==> src/inc/dctd_pkg.sv <==
// dctd_pkg: register indices, field positions, reset values and state
// types of the dual counter/timer with edge capture.
// assumes: 32-bit APB slave, byte address = 4 * register index.
package dctd_pkg;

  // ==========================================================
  // register indices (byte address is four times the index)
  localparam int unsigned IDX_NARROW_CTRL    = 0;
  localparam int unsigned IDX_SHARED_CTRL    = 1;
  localparam int unsigned IDX_WIDE_CTRL      = 2;
  localparam int unsigned IDX_NARROW_INIT_LO = 3;
  localparam int unsigned IDX_NARROW_INIT_HI = 4;
  localparam int unsigned IDX_NARROW_CAP_R   = 5;
  localparam int unsigned IDX_NARROW_CAP_F   = 6;
  localparam int unsigned IDX_WIDE_INIT_LO   = 7;
  localparam int unsigned IDX_WIDE_INIT_HI   = 8;
  localparam int unsigned IDX_WIDE_CAP_LO    = 9;
  localparam int unsigned IDX_WIDE_CAP_HI    = 10;
  localparam int unsigned IDX_LAST           = 10;

  // ==========================================================
  // narrow and wide timer control fields
  localparam int unsigned CTL_EN     = 7;
  localparam int unsigned CTL_SINGLE = 6;
  localparam int unsigned CTL_TO     = 5;
  localparam int unsigned CTL_CLK_HI = 4;
  localparam int unsigned CTL_CLK_LO = 3;
  localparam int unsigned CTL_CAPM   = 2;
  localparam int unsigned CTL_CNTM   = 1;
  localparam int unsigned CTL_PIN    = 0;

  // ==========================================================
  // shared control fields
  localparam int unsigned SH_NDEMOD  = 7;
  localparam int unsigned SH_WDEMOD  = 6;
  localparam int unsigned SH_ESEL_HI = 5;
  localparam int unsigned SH_ESEL_LO = 4;
  localparam int unsigned SH_RISE    = 1;
  localparam int unsigned SH_FALL    = 0;

  // ==========================================================
  // reset and reload values
  localparam logic [7:0]  CTRL_RESET    = 8'h00;
  localparam logic [7:0]  NARROW_RELOAD = 8'hFF;
  localparam logic [2:0]  PRESC_RESET   = 3'h0;

  // ==========================================================
  // narrow timer sequencing
  typedef enum logic [1:0] {
    NST_IDLE  = 2'b00,
    NST_WAIT  = 2'b01,
    NST_COUNT = 2'b10
  } dctd_nstate_t;

  typedef struct packed {
    logic [7:0]   nctl;
    logic [7:0]   wctl;
    logic [7:0]   sctl;
    logic         n_to;
    logic         w_to;
    logic         rise_f;
    logic         fall_f;
    logic         n_to_clr;
    logic         w_to_clr;
    logic         rise_clr;
    logic         fall_clr;
    logic         n_stop;
    logic         w_stop;
    dctd_nstate_t n_state;
    logic         w_run;
    logic         w_done;
    logic [7:0]   n_cnt;
    logic [15:0]  w_cnt;
    logic [7:0]   n_init_lo;
    logic [7:0]   n_init_hi;
    logic [7:0]   n_cap_r;
    logic [7:0]   n_cap_f;
    logic [7:0]   w_init_lo;
    logic [7:0]   w_init_hi;
    logic [7:0]   w_cap_lo;
    logic [7:0]   w_cap_hi;
    logic         n_out;
    logic         w_out;
    logic [2:0]   presc;
    logic         edge_prev;
    logic         rd_valid;
    logic [31:0]  prdata;
    logic         pslverr;
    logic         n_irq;
    logic         w_irq;
    logic         pin_a;
    logic         pin_b;
  } dctd_st_t;

  localparam dctd_st_t ST_RESET = '0;

endpackage

==> src/hdl/dctd_top.sv <==
// dctd_top: 8-bit and 16-bit down-counter/timers with edge capture,
// APB register slave, timer-driven pin muxes and interrupt requests.
// assumes: all inputs synchronous to i_clk; interrupt requests go to an
// external controller.
//
// Operation
// - narrow timer runs only while enabled; writing one to enable starts it
// - narrow transmit: reload-mode zero reloads at terminal count, one stops there
// - narrow timeout flag set at terminal count unless a selected edge comes that cycle, cleared by writing one
// - first narrow count tick after enable may come early, partial period
// - narrow capture mask set: interrupt request on every edge capture
// - narrow counter mask set: interrupt request on timeout
// - control bit picks port data or narrow timer output for pin a
// - wide clock select picks system clock divided by 1, 2, 4 or 8
// - wide capture mask set: interrupt request on each wide capture
// - wide counter mask set: interrupt request on wide timeout
// - wide clock select, capture mask and pin select reset to zero
// - wide timer runs only while its enable holds one
// - wide transmit: reload-mode zero reloads, one stops at terminal count
// - wide capture mode: zero acts on every edge, one on first only
// - wide timeout flag set at terminal count, cleared by writing one
// - stop and status clear take effect one counter tick later
// - narrow capture mode starts counting at first selected edge
// - later edges store complemented count: rise low, fall high register
// - after capture set edge flag, maybe interrupt, reload all ones
// - narrow count reaching zero before next edge sets timeout flag
`timescale 1ns/1ps

module dctd_top
  import dctd_pkg::*;
#(
  parameter int unsigned ADDR_W = 8
)(
  input  wire logic              i_clk,
  input  wire logic              i_srst,
  input  wire logic              i_ce,
  input  wire logic              i_psel,
  input  wire logic              i_penable,
  input  wire logic              i_pwrite,
  input  wire logic [ADDR_W-1:0] i_paddr,
  input  wire logic [31:0]       i_pwdata,
  input  wire logic [3:0]        i_pstrb,
  output logic                   o_pready,
  output logic [31:0]            o_prdata,
  output logic                   o_pslverr,
  input  wire logic              i_demod_in,
  input  wire logic              i_port_a_data,
  input  wire logic              i_port_b_data,
  output logic                   o_timer_pin_a,
  output logic                   o_timer_pin_b,
  output logic                   o_narrow_irq,
  output logic                   o_wide_irq
);

  // ==========================================================
  // elaboration checks
  if (ADDR_W < 6 || ADDR_W > 32)
  begin : g_bad_addr
    $error("dctd_top: ADDR_W must lie in 6..32");
  end

  // ==========================================================
  // helpers
  // prescaler tick: divide by 1, 2, 4 or 8 off a free-running counter
  function automatic logic presc_tick(input logic [1:0] sel, input logic [2:0] cnt);
    logic [2:0] mask;
    mask = 3'((4'h1 << sel) - 4'h1);
    return (cnt & mask) == mask;
  endfunction

  function automatic logic [7:0] ctl_read(input logic [7:0] ctl, input logic flag);
    logic [7:0] v;
    v         = ctl;
    v[CTL_TO] = flag;
    return v;
  endfunction

  dctd_st_t s;
  dctd_st_t n;

  // ==========================================================
  // next-state logic
  always_comb
  begin
    logic                ntick;
    logic                wtick;
    logic                rise;
    logic                fall;
    logic                qedge;
    logic                acc;
    logic                map_ok;
    logic [ADDR_W-3:0]   idx;
    logic [7:0]          wb;
    logic [7:0]          rd;
    ntick  = 1'b0;
    wtick  = 1'b0;
    rise   = 1'b0;
    fall   = 1'b0;
    qedge  = 1'b0;
    acc    = 1'b0;
    map_ok = 1'b0;
    idx    = i_paddr[ADDR_W-1:2];
    wb     = i_pwdata[7:0];
    rd     = 8'h00;
    n      = s;
    n.n_irq = 1'b0;
    n.w_irq = 1'b0;

    // free prescaler, so the first tick after enable lands anywhere
    n.presc = s.presc + 3'h1;
    ntick = presc_tick(s.nctl[CTL_CLK_HI:CTL_CLK_LO], s.presc);
    wtick = presc_tick(s.wctl[CTL_CLK_HI:CTL_CLK_LO], s.presc);

    n.edge_prev = i_demod_in;
    rise  = i_demod_in & ~s.edge_prev & s.sctl[SH_ESEL_LO];
    fall  = ~i_demod_in & s.edge_prev & s.sctl[SH_ESEL_HI];
    qedge = rise | fall;

    // ========================================================
    // narrow timer
    if (s.sctl[SH_NDEMOD])
    begin
      unique case (s.n_state)
        NST_IDLE:
        begin
          n.n_state = NST_IDLE;
        end
        NST_WAIT:
        begin
          if (qedge)
          begin
            n.n_state = NST_COUNT;
            n.n_cnt   = s.n_init_lo;
          end
        end
        NST_COUNT:
        begin
          if (qedge)
          begin
            if (rise)
            begin
              n.n_cap_r = ~s.n_cnt;
            end
            else
            begin
              n.n_cap_f = ~s.n_cnt;
            end
            n.n_irq = s.nctl[CTL_CAPM];
            n.n_cnt = NARROW_RELOAD;
          end
          else if (ntick)
          begin
            if (s.n_cnt == 8'h00)
            begin
              n.n_state = NST_WAIT;
              n.n_irq   = s.nctl[CTL_CNTM];
            end
            else
            begin
              n.n_cnt = s.n_cnt - 8'h01;
            end
          end
        end
        default:
        begin
          n.n_state = NST_IDLE;
        end
      endcase
    end
    else if (s.n_state != NST_IDLE && ntick)
    begin
      if (s.n_cnt == 8'h00)
      begin
        n.n_irq = s.nctl[CTL_CNTM];
        n.n_out = ~s.n_out;
        n.n_cnt = s.n_out ? s.n_init_lo : s.n_init_hi;
        if (s.nctl[CTL_SINGLE])
        begin
          n.n_state      = NST_IDLE;
          n.nctl[CTL_EN] = 1'b0;
        end
      end
      else
      begin
        n.n_cnt = s.n_cnt - 8'h01;
      end
    end

    // ========================================================
    // wide timer
    if (s.w_run && s.sctl[SH_WDEMOD] && qedge && !(s.wctl[CTL_SINGLE] && s.w_done))
    begin
      {n.w_cap_hi, n.w_cap_lo} = ~s.w_cnt;
      n.w_cnt  = {s.w_init_hi, s.w_init_lo};
      n.w_done = 1'b1;
      n.w_irq  = s.wctl[CTL_CAPM];
    end
    else if (s.w_run && wtick)
    begin
      if (s.w_cnt == 16'h0000)
      begin
        n.w_irq = s.wctl[CTL_CNTM];
        n.w_out = ~s.w_out;
        n.w_cnt = {s.w_init_hi, s.w_init_lo};
        if (s.wctl[CTL_SINGLE])
        begin
          n.w_run        = 1'b0;
          n.wctl[CTL_EN] = 1'b0;
        end
      end
      else
      begin
        n.w_cnt = s.w_cnt - 16'h0001;
      end
    end

    // ========================================================
    // status flags: pending clears wait for a tick, a set always wins
    // deferred stop and clear
    if (ntick)
    begin
      n.n_to_clr = 1'b0;
      n.rise_clr = 1'b0;
      n.fall_clr = 1'b0;
      if (s.n_stop)
      begin
        n.n_stop  = 1'b0;
        n.n_state = NST_IDLE;
      end
    end
    if (wtick)
    begin
      n.w_to_clr = 1'b0;
      if (s.w_stop)
      begin
        n.w_stop = 1'b0;
        n.w_run  = 1'b0;
      end
    end
    n.n_to   = (s.n_to & ~(s.n_to_clr & ntick))
             | (ntick & s.n_cnt == 8'h00 & !qedge
                & (s.n_state == NST_COUNT | (s.n_state == NST_WAIT & !s.sctl[SH_NDEMOD])));
    n.rise_f = (s.rise_f & ~(s.rise_clr & ntick))
             | (s.sctl[SH_NDEMOD] & s.n_state == NST_COUNT & rise);
    n.fall_f = (s.fall_f & ~(s.fall_clr & ntick))
             | (s.sctl[SH_NDEMOD] & s.n_state == NST_COUNT & fall);
    n.w_to   = (s.w_to & ~(s.w_to_clr & wtick))
             | (s.w_run & wtick & s.w_cnt == 16'h0000
                & !(s.sctl[SH_WDEMOD] & qedge & !(s.wctl[CTL_SINGLE] & s.w_done)));

    // ========================================================
    // APB slave: read data latched in setup, answer in access
    map_ok = (idx <= (ADDR_W-2)'(IDX_LAST));
    unique case (idx)
      (ADDR_W-2)'(IDX_NARROW_CTRL):    rd = ctl_read(s.nctl, s.n_to);
      (ADDR_W-2)'(IDX_SHARED_CTRL):    rd = {s.sctl[7:2], s.rise_f, s.fall_f};
      (ADDR_W-2)'(IDX_WIDE_CTRL):      rd = ctl_read(s.wctl, s.w_to);
      (ADDR_W-2)'(IDX_NARROW_INIT_LO): rd = s.n_init_lo;
      (ADDR_W-2)'(IDX_NARROW_INIT_HI): rd = s.n_init_hi;
      (ADDR_W-2)'(IDX_NARROW_CAP_R):   rd = s.n_cap_r;
      (ADDR_W-2)'(IDX_NARROW_CAP_F):   rd = s.n_cap_f;
      (ADDR_W-2)'(IDX_WIDE_INIT_LO):   rd = s.w_init_lo;
      (ADDR_W-2)'(IDX_WIDE_INIT_HI):   rd = s.w_init_hi;
      (ADDR_W-2)'(IDX_WIDE_CAP_LO):    rd = s.w_cap_lo;
      (ADDR_W-2)'(IDX_WIDE_CAP_HI):    rd = s.w_cap_hi;
      default:                         rd = 8'h00;
    endcase

    if (!i_psel)
    begin
      n.rd_valid = 1'b0;
    end
    else if (!s.rd_valid)
    begin
      n.rd_valid = 1'b1;
      n.prdata   = {24'h00_0000, rd};
      n.pslverr  = !map_ok;
    end

    acc = i_psel & i_penable & s.rd_valid;
    if (acc)
    begin
      n.rd_valid = 1'b0;
    end

    if (acc && i_pwrite && map_ok && i_pstrb[0])
    begin
      unique case (idx)
        (ADDR_W-2)'(IDX_NARROW_CTRL):
        begin
          n.nctl         = wb;
          n.nctl[CTL_TO] = 1'b0;
          // live flags written back as one get cleared
          if (wb[CTL_TO])
          begin
            n.n_to_clr = 1'b1;
          end
          if (wb[CTL_EN])
          begin
            n.n_stop  = 1'b0;
            n.n_out   = 1'b0;
            n.n_cnt   = s.n_init_lo;
            n.n_state = s.sctl[SH_NDEMOD] ? NST_WAIT : NST_COUNT;
          end
          else if (s.n_state != NST_IDLE)
          begin
            n.n_stop = 1'b1;
          end
        end
        (ADDR_W-2)'(IDX_SHARED_CTRL):
        begin
          n.sctl          = wb;
          n.sctl[SH_RISE] = 1'b0;
          n.sctl[SH_FALL] = 1'b0;
          if (wb[SH_RISE])
          begin
            n.rise_clr = 1'b1;
          end
          if (wb[SH_FALL])
          begin
            n.fall_clr = 1'b1;
          end
        end
        (ADDR_W-2)'(IDX_WIDE_CTRL):
        begin
          n.wctl         = wb;
          n.wctl[CTL_TO] = 1'b0;
          if (wb[CTL_TO])
          begin
            n.w_to_clr = 1'b1;
          end
          if (wb[CTL_EN])
          begin
            n.w_stop = 1'b0;
            n.w_run  = 1'b1;
            n.w_done = 1'b0;
            n.w_out  = 1'b0;
            n.w_cnt  = {s.w_init_hi, s.w_init_lo};
          end
          else if (s.w_run)
          begin
            n.w_stop = 1'b1;
          end
        end
        (ADDR_W-2)'(IDX_NARROW_INIT_LO): n.n_init_lo = wb;
        (ADDR_W-2)'(IDX_NARROW_INIT_HI): n.n_init_hi = wb;
        (ADDR_W-2)'(IDX_WIDE_INIT_LO):   n.w_init_lo = wb;
        (ADDR_W-2)'(IDX_WIDE_INIT_HI):   n.w_init_hi = wb;
        default:
        begin
          n.presc = s.presc + 3'h1;
        end
      endcase
    end

    // ========================================================
    // pin muxes
    // pin a source
    n.pin_a = s.nctl[CTL_PIN] ? s.n_out : i_port_a_data;
    n.pin_b = s.wctl[CTL_PIN] ? s.w_out : i_port_b_data;
  end

  // ==========================================================
  // state register
  always_ff @(posedge i_clk)
  begin
    if (i_srst)
    begin
      s <= ST_RESET;
    end
    else if (i_ce)
    begin
      s <= n;
    end
  end

  // ==========================================================
  // outputs
  assign o_pready      = i_psel & i_penable & s.rd_valid & i_ce;
  assign o_prdata      = s.prdata;
  assign o_pslverr     = s.pslverr;
  assign o_timer_pin_a = s.pin_a;
  assign o_timer_pin_b = s.pin_b;
  assign o_narrow_irq  = s.n_irq;
  assign o_wide_irq    = s.w_irq;

endmodule

==> config.mk <==
export PLATFORM = sky130hd
export DESIGN_NAME = dctd_top
export DESIGN_NICKNAME = d
export VERILOG_FILES = /design/src/inc/dctd_pkg.sv /design/src/hdl/dctd_top.sv
export SDC_FILE = /design/constraint.sdc
export NUM_CORES = 1
export LEC_CHECK = 0
export BUFFER_PORTS_ARGS = -buffer_cell sky130_fd_sc_hd__buf_2
export CORE_MARGIN = 2
export CORE_UTILIZATION = 64
export CTS_CLUSTER_SIZE = 28
export DETAILED_ROUTE_END_ITERATION = 8
export HOLD_SLACK_MARGIN = 0.12
export PLACE_DENSITY = 0.86
export SLEW_MARGIN = 10
export SYNTH_ARGS = -nofsm -noshare
export SYNTH_HDL_FRONTEND = slang
export SYNTH_SLANG_ARGS = --single-unit
==> constraint.sdc <==
create_clock -name i_clk -period 4.9 [get_ports i_clk]
set_clock_uncertainty 0.2 [all_clocks]
set_input_delay 0.735 -clock i_clk [delete_from_list [all_inputs] [get_ports i_clk]]
set_output_delay 0.735 -clock i_clk [all_outputs]
set_load 0.05 [all_outputs]
* Word level (Yosys, flattened, before mapping)
Cells that the tools add are included.
** Word-level totals
- Register bits after elaboration :: 142
- Bits of input ports :: 53
- Output and inout bits :: 38
- Logic and storage cells :: 235
** Operators by class
- Bitwise operators :: 48
- Magnitude comparators :: 1
- Add/subtract/negate cells :: 5
- Eq/ne operators :: 14
- Mux-type cells :: 96
- Shift operators :: 2
- Reductions and logical operators :: 30
** Operator list (number)
- $mux 8 :: 15
- $pmux 8 s11 :: 1
- $mux 16 :: 5
- $mux 1 :: 53
- $mux 50 :: 1
- $mux 2 :: 16
- $and 1x1->1 :: 28
- $eq 6x3->1 const B :: 4
- $mux 24 :: 1
- $reduce_and 3->1 :: 8
- $eq 6x4->1 const B :: 3
- $logic_not 16->1 :: 1
- $not 16->16 :: 1
- $pmux 8 s2 :: 1
- $sub 16x1->16 const B :: 1
- $eq 6x2->1 const B :: 2
- $not 1->1 :: 10
- $reduce_and 5->1 :: 2
- $logic_and 1x1->1 :: 9
- $logic_not 8->1 :: 1
- $not 8->8 :: 1
- $sub 8x1->8 const B :: 1
- $and 3x3->3 :: 2
- $eq 3x3->1 :: 2
- 15 further kinds :: 27

* Logic depth before layout (Yosys ltp)
Gate-level depths: netlist of run 1.
- Depth in word-level cells :: 13
- Gate-level depth with buffers :: 11
- Gate-level depth less buffers :: 8

* Least setup slack after synthesis of run 1
No wires, ideal clock.
- Path kind :: input-to-reg
- Start :: input port i_penable
- End :: register s[127] (netlist name)
- Arrival :: 2.529 ns
- Library setup time :: 0.115 ns
- Setup slack :: 2.056 ns
- Stages :: 6
- Buffers on the path :: 0
- Data required time :: 4.585 ns
- Cell sequence :: nand2_1 > nor2_1 > nand2_1 > nor2_1 > a311oi_1 > o21a_1
** On the way
- Cells in the longest elaborated chain, start to end :: 6
** Ends and longest elaborated chain
- start: declaration :: RTL line dctd_top.sv:38 : input wire logic i_penable,
- $and 1x1->1 (2 in series) :: RTL line dctd_top.sv:280 : acc = i_psel & i_penable & s.rd_valid;
- $logic_and 1x1->1 (3 in series) :: RTL line dctd_top.sv:286 : if (acc && i_pwrite && map_ok && i_pstrb[0])
- $mux 50 :: RTL line dctd_top.sv:286
- end signal: assignment :: RTL line dctd_top.sv:373 : s <= n;
- end: declaration :: RTL line dctd_top.sv:78 : dctd_st_t s;
Every way passes these cells.
A chain may end at the register's enable or synchronous reset.

* Worst setup path in the final report of run 1
- Start :: input port i_paddr[3]
- End :: register s[150] (netlist name)
** On the way
- Cells in the longest elaborated chain, start to end :: 4
- Elaborated cells on any way between the ends :: 5
- Those cells by class :: order compare (1); eq/ne (1); reduce/logical (3)
** Ends and longest elaborated chain
- start: declaration :: RTL line dctd_top.sv:40 : input wire logic [ADDR_W-1:0] i_paddr,
- $le 6x4->1 :: RTL line dctd_top.sv:253 : map_ok = (idx <= (ADDR_W-2)'(IDX_LAST));
- $logic_and 1x1->1 (2 in series) :: RTL line dctd_top.sv:286
- $reduce_and 3->1 (no line) *
Mark *: on every way between the ends. The rest lies on a longest branch, timed or not.

==> results of run 1 <==
-- area by class of cell --
class	instances	area (sq um)
multi-input combinational	758	4650
fill	997	3430
sequential	142	2840
clock buffer	21	460
timing repair buffer	52	300
tap	168	210
clock inverter	10	138
inverter	21	78.8
-- critical path, cell delays in order --
cell and delay, ns:
buf_2 0.19, a21oi_1 0.27, o211ai_1 0.13, buf_4 0.19, nor3_1 0.80, and3_1 0.71, mux2i_1 0.26, nor2_1 0.05
-- where the power goes --
group	internal, mW	switching [mW]	leakage (nW)
Sequential	1.17	0.0195	1.15
Combinational	0.0693	0.204	1.93
Clock	0.823	0.506	0.289
Total	2.06	0.729	3.36
-- stage by stage --
stage	power, mW	cell area, sq um
CTS	2.78	8680
global route	2.85	8680
floorplan	1.43	8110
detailed placement	1.48	8080
finish	2.79	8680
global placement	1.47	8080
-- cells by family (layout without fill, tap and decap cells) --
kind of cell / after synthesis / in the layout
XOR/XNOR: 5 / 5
flip-flops: 142 / 142
buffers and inverters: 122 / 104
adder cells (fa/ha/maj): 7 / 7
AO/OA/AOI/OAI: 258 / 258
AND/OR/NAND/NOR: 384 / 384
multiplexers: 80 / 80
other: 1 / 24
-- worst max path at each step --
stage | endpoint | slack, ns | cells after the start
after floorplan | s[127]$_SDFFE_PP0P_ | 2.06 | 6
after global placement | s[148]$_SDFFE_PP0P_ | 1.38 | 8
after detailed placement | s[148]$_SDFFE_PP0P_ | 1.32 | 8
after CTS | s[148]$_SDFFE_PP0P_ | 1.76 | 8
after global routing | s[134]$_SDFFE_PP0P_ | 1.48 | 8
final | s[150]$_SDFFE_PP0P_ | 1.65 | 8
-- state kept, by name, indices dropped and copies added (netlist names) --
| signal | flops |
|---|---|
| o_timer_pin_b | 1 |
| o_prdata | 8 |
| s | 129 |
| o_pslverr | 1 |
| o_wide_irq | 1 |
| o_narrow_irq | 1 |
| o_timer_pin_a | 1 |
-- cell usage in the layout (no fill, tap or decap), types with 4 or more instances in the layout --
cell type  synthesis  layout
nand3b_1           4       4
nand2_1           85      85
nand4_1            8       8
a211oi_1          17      17
and3_1             8       8
nor2_1           161     161
nor2b_1            8       8
inv_1             19      19
o31ai_1           13      13
buf_2             14      36
a221oi_1          13      13
buf_4             34      16
xnor2_1            4       4
a311oi_1           6       6
o2111ai_1          5       5
clkbuf_16          0      17
dfxtp_1          142     142
nor4_1            19      19
and2_1             4       4
ha_1               7       7
a31oi_1           21      21
nor3_1            20      20
o21a_1             6       6
o21ai_0           46      46
mux2_2             9       9
mux4_2            11      11
o22ai_1            5       5
or2_2              5       5
o211ai_1           5       5
or3_1             11      11
mux2i_1           60      60
conb_1             1      24
nand3_1           29      29
a22oi_1           16      16
a21oi_1           73      73
-- metal layers --
metal | track usage, % | part of all wire, % | up-vias
met5 | 0 | 0 | -
met4 | 19.0 | 4.6 | 0
met3 | 9.10 | 13 | 106
met2 | 54.9 | 43 | 602
met1 | 52.0 | 40 | 3648
li1 | - | - | 3581
==> impl_metrics.csv, run 1 <==
group,metric,value,unit
cells_and_area,antennaDiodeCount,0,
sta,setup_total_neg_slack,0,ns
critical_path,worstRegToRegCells,8,
clock_tree,cts-root-to-sink-buffers,2,
yosys,synth.lib_cells_used.distinct,76,
critical_path,critPathLaunch,"i_paddr[3]",
worst_hold_path,hp-start,"s[155]$_SDFFE_PP0P_",
yosys,yosys_register_bits,142,
placement,post-place-ws,1.32,ns
worst_hold_path,sink_of_the_worst_hold_path,"o_wide_irq$_SDFFE_PP0P_",
global_route,global_route.overflow_total,0,
clock_tree,number_of_buffers_inserted_during_clock_tree_synthesis,17,
yosys,post-synth-top-count-cell,"nor2_1",
detailed_routing,final_antenna_net_count,0,
yosys,dominant_combinational_cell_family_by_area_after_synthesis,"simple AND/OR/NAND/NOR gates",
sta,worst-slew-pin-transition,1.30,ns
critical_path,startpoint_class_of_the_critical_path,"input port",
clock_tree,root_buffer,"clkbuf_16",
yosys,synth_xor_xnor_area_share,0.546,%
run_status,run_status,"complete, no violations",
power,max-vdd-ir-drop,277,uV
yosys,post_synth_edffs,0,
power,p_per_area,321,nW/um^2
sta,finalHoldWorstSlack,0.279,ns
yosys,avgSynthCellArea,8.03,sq um
global_route,via_count_of_the_first_global_routing_pass,7169,
sta,period_needed,3.25,ns
yosys,dominantRegCellSynth,"dfxtp_1",
power,total_leakage_power,3.36,nW
worst_hold_path,min-delay-path-class,"reg -> reg",
cells_and_area,areaGrowthSynthToFinish,8.15,%
yosys,post_synth_instance_area,8030,sq um
die,chipWidth,116,um
critical_path,worst-r2r-setup-slack,1.70,ns
global_route,grt_antenna_before_repair,0,
die,ios,91,
placement,number_of_placed_cells_counting_well_taps,1141,
detailed_routing,route.detailed.vias_per_inst,6.77,
clock_tree,tritoncts_clock_tree,"done",
die,rows,40,
yosys,ys_top_cells_by_count,"nor2_1 (161), dfxtp_1 (142), nand2_1 (85)",
yosys,asyncSetResetFlopFracSynth,0,%
sta,post-route-worst-setup-slack,1.65,ns
sta,unrepaired_setup_endpoints_after_global_routing,"no",
cells_and_area,finalNetCount,1052,
sta,timing.final.hold_violations,0,
die,floorplan.core_area,12100,sq um
global_route,grt_max_degree,93,
yosys,yosys_warnings,0,
worst_hold_path,holdPathStages,2,
detailed_routing,tritonroute_pass_1_iters,6,
global_route,wire_length_of_the_first_global_routing_pass,38500,um
yosys,post_synth_fa_ha_maj_area_fraction,1.09,%
detailed_routing,drt-initial-drc-count,1279,
critical_path,cp_data_arrival_time,3.34,ns
detailed_routing,vias,7937,
run,max-cap-violations,0,
clock_tree,setup_fix_bufs_post_cts,0,
die,die_area,13500,sq um
placement,post-dp-hpwl,16600,um
yosys,yosys.area.top_type_share,35.4,%
critical_path,rr_startpoint,"s[124]$_SDFFE_PP0P_",
clock_tree,cts.hold.buffers_added,0,
clock_tree,cts_resized,0,
critical_path,r2r-end,"s[134]$_SDFFE_PP0P_",
critical_path,path_class,"in -> reg",
die,initial_cell_density_of_the_core,66.3,%
yosys,synth_compound_gate_area_share,21.0,%
critical_path,worstPathRequired,4.98,ns
sta,report.final.slew_viol_count,0,
sta,maxClockFrequency,0.307,GHz
critical_path,end_kind,"register",
sta,finalCritPeriodShare,66.4,%
yosys,synth_sequential_area_ratio,35.4,%
cells_and_area,stdcell_count,1172,
sta,setup_violations,0,
yosys,synthMuxAreaShare,11.8,%
cells_and_area,post-route-util,71.7,%
die,die_height,116,um
sta,max-slew-margin-rel,12.4,%
detailed_routing,route.detailed.drc,0,
placement,gp_congestion,0.983,
clock_tree,numClockSinks,142,
clock_tree,clock_transition_at_the_registers_of_the_reported_paths,0.06,ns
detailed_routing,routed_wirelength_normalized_by_instance_count,21.2,um
cells_and_area,post_route_cells_drive_above_1_share,11.7,%
placement,port_buffers,37,
detailed_routing,drt_wl_total,24800,um
yosys,netlist_instances,999,
yosys,synth_area_leaders,"dfxtp_1 (35%), nor2_1 (7.5%), mux2i_1 (7.5%)",
clock_tree,htree_levels,4,
yosys,yosys.area.top_type,"dfxtp_1",
global_route,grt_usage,37.6,%
yosys,synth_simple_gate_area_share,22.4,%
clock_tree,clock_latency,0.43,ns
critical_path,timing.critical_path.fanout_max,10,
No activity file was read; power rests on OpenSTA's default activity.
==> run 2: changes to the inputs <==
--- a/config.mk
+++ b/config.mk
@@ -7,11 +7,11 @@
 export LEC_CHECK = 0
 export BUFFER_PORTS_ARGS = -buffer_cell sky130_fd_sc_hd__buf_2
 export CORE_MARGIN = 2
-export CORE_UTILIZATION = 64
+export CORE_UTILIZATION = 59
 export CTS_CLUSTER_SIZE = 28
 export DETAILED_ROUTE_END_ITERATION = 8
 export HOLD_SLACK_MARGIN = 0.12
-export PLACE_DENSITY = 0.86
+export PLACE_DENSITY = 0.8
 export SLEW_MARGIN = 10
 export SYNTH_ARGS = -nofsm -noshare
 export SYNTH_HDL_FRONTEND = slang
==> constraint.sdc (replaced) <==
create_clock -name i_clk -period 3.3 [get_ports i_clk]
set_clock_uncertainty 0.2 [all_clocks]
set_input_delay 0.495 -clock i_clk [delete_from_list [all_inputs] [get_ports i_clk]]
set_output_delay 0.495 -clock i_clk [all_outputs]
set_load 0.05 [all_outputs]
==> impl_metrics.csv, run 2 (same netlist as run 1, synthesis figures left out) <==
group,metric,value,unit
run_status,run_status,"complete, no violations",
placement,post-dp-hpwl,17200,um
power,p_comb_share,10.2,%
clock_tree,cts-root-to-sink-buffers,2,
global_route,grt_usage,34.5,%
clock_tree,tritoncts_clock_tree,"done",
power,power_report.internal_total,2.98,mW
global_route,via_count_of_the_first_global_routing_pass,7188,
cells_and_area,stdcell_count,1206,
cells_and_area,largest-register,"s",
cells_and_area,antennaDiodeCount,0,
clock_tree,root_buffer,"clkbuf_16",
clock_tree,setup_fix_bufs_post_cts,0,
placement,gp_congestion,1.07,
run,max-cap-violations,0,
cells_and_area,final_common_cell,"nor2_1",
sta,finalHoldWorstSlack,0.175,ns
power,power.sequential.fraction,43.3,%
power,max-vdd-ir-drop,346,uV
global_route,global_route.overflow_total,0,
cells_and_area,post-route-util,66.9,%
clock_tree,cts_resized,0,
critical_path,worst-r2r-setup-slack,0.47,ns
cells_and_area,num-fill-cells,1140,
worst_hold_path,min-delay-path-class,"in -> reg",
sta,worst-slew-pin-transition,0.748,ns
placement,port_buffers,37,
sta,report.final.slew_viol_count,0,
detailed_routing,final_antenna_net_count,0,
critical_path,path_class,"reg -> reg",
cells_and_area,areaGrowthSynthToFinish,10.4,%
global_route,wire_length_of_the_first_global_routing_pass,38800,um
cells_and_area,largest_register_ff_count,129,
detailed_routing,drt_wl_total,24800,um
clock_tree,htree_levels,4,
sta,unrepaired_setup_endpoints_after_global_routing,"no",
sta,setup_total_neg_slack,0,ns
die,initial_cell_density_of_the_core,60.6,%
global_route,grt_antenna_before_repair,0,
die,die_height,121,um
placement,number_of_placed_cells_counting_well_taps,1174,
detailed_routing,vias,7982,
power,p_per_area,460,nW/um^2
clock_tree,clock_latency,0.43,ns
sta,timing.final.hold_violations,0,
critical_path,timing.critical_path.fanout_max,8,
die,floorplan.core_area,13200,sq um
die,ios,91,
critical_path,worstPathRequired,3.40,ns
detailed_routing,routed_wirelength_normalized_by_instance_count,20.6,um
sta,finalCritPeriodShare,85.8,%
sta,max-slew-margin-rel,49.7,%
detailed_routing,tritonroute_pass_1_iters,7,
clock_tree,number_of_buffers_inserted_during_clock_tree_synthesis,17,
critical_path,cp_data_arrival_time,2.94,ns
power,total_leakage_power,3.47,nW
global_route,grt_max_degree,49,
critical_path,end_kind,"register",
cells_and_area,finish.instance_area,8860,sq um
power,switching_power_of_the_nets,1.09,mW
critical_path,startpoint_class_of_the_critical_path,"register",
clock_tree,cts.hold.buffers_added,0,
sta,period_needed,2.83,ns
clock_tree,clock_transition_at_the_registers_of_the_reported_paths,0.06,ns
detailed_routing,drt-initial-drc-count,962,
die,rows,42,
power,total_power,4.08,mW
cells_and_area,finalNetCount,1077,
power,pwr-share-clk,46.5,%
sta,maxClockFrequency,0.353,GHz
clock_tree,numClockSinks,142,
cells_and_area,post_route_cells_drive_above_1_share,13.9,%
sta,setup_violations,0,
detailed_routing,route.detailed.drc,0,
die,die_area,14600,sq um
cells_and_area,final_cell_mix,"nor2_1 (161), dfxtp_1 (142), nand2_1 (85), a21oi_1 (73), mux2i_1 (60)",
placement,placed_area,8280,sq um
placement,post-place-ws,0.533,ns
power,power_switching_share,26.8,%
die,chipWidth,121,um
sta,post-route-worst-setup-slack,0.467,ns
detailed_routing,route.detailed.vias_per_inst,6.62,
run 2: power groups by stage:
stage          Combinational, mW  Sequential, mW  Clock (mW)
6_report                   0.415            1.77        1.90
3_3_place_gp               0.399            1.80           0
5_1_grt                    0.443            1.77        1.98
4_1_cts                    0.404            1.76        1.90
3_5_place_dp               0.403            1.80           0
2_1_floorplan              0.325            1.80           0
run 2: per-layer routing:
layer / part of all wire [%] / GRT usage [%]
met1: 42 / 48.3
met2: 42 / 50.6
met3: 12 / 8.35
met4: 4.3 / 15.1
met5: 0 / 0
run 2: area by class of cell:
type / count / area [sq um] / share of cell area (%)
Timing Repair Buffer: 77 / 488 / 5.50
Clock buffer: 20 / 447 / 5.04
Inverter: 21 / 78.8 / 0.889
Clock inverter: 12 / 138 / 1.55
Sequential cell: 142 / 2840 / 32.1
Multi-Input combinational cell: 758 / 4650 / 52.5
Tap cell: 176 / 220 / 2.48
run 2: path summary, 6_finish.rpt:
check,from,endpoint,cells past startpoint
worst min-delay path,i_psel,s[37]$_SDFFE_PP0P_,3
worst min register to register,s[155]$_SDFFE_PP0P_,o_wide_irq$_SDFFE_PP0P_,2
worst max register to register,s[125]$_SDFFE_PP0P_,s[130]$_SDFFE_PP0P_,8
worst max-delay path,s[125]$_SDFFE_PP0P_,s[130]$_SDFFE_PP0P_,8
run 2: worst max-delay path, cell delays in order, from the launching register on:
cell	delay (ns)
dfxtp_1	0.40
inv_1	0.11
ha_1	0.26
or3b_2	0.53
or3_1	0.36
or4_1	0.42
mux2_2	0.28
nand2_1	0.08
a21oi_1	0.07
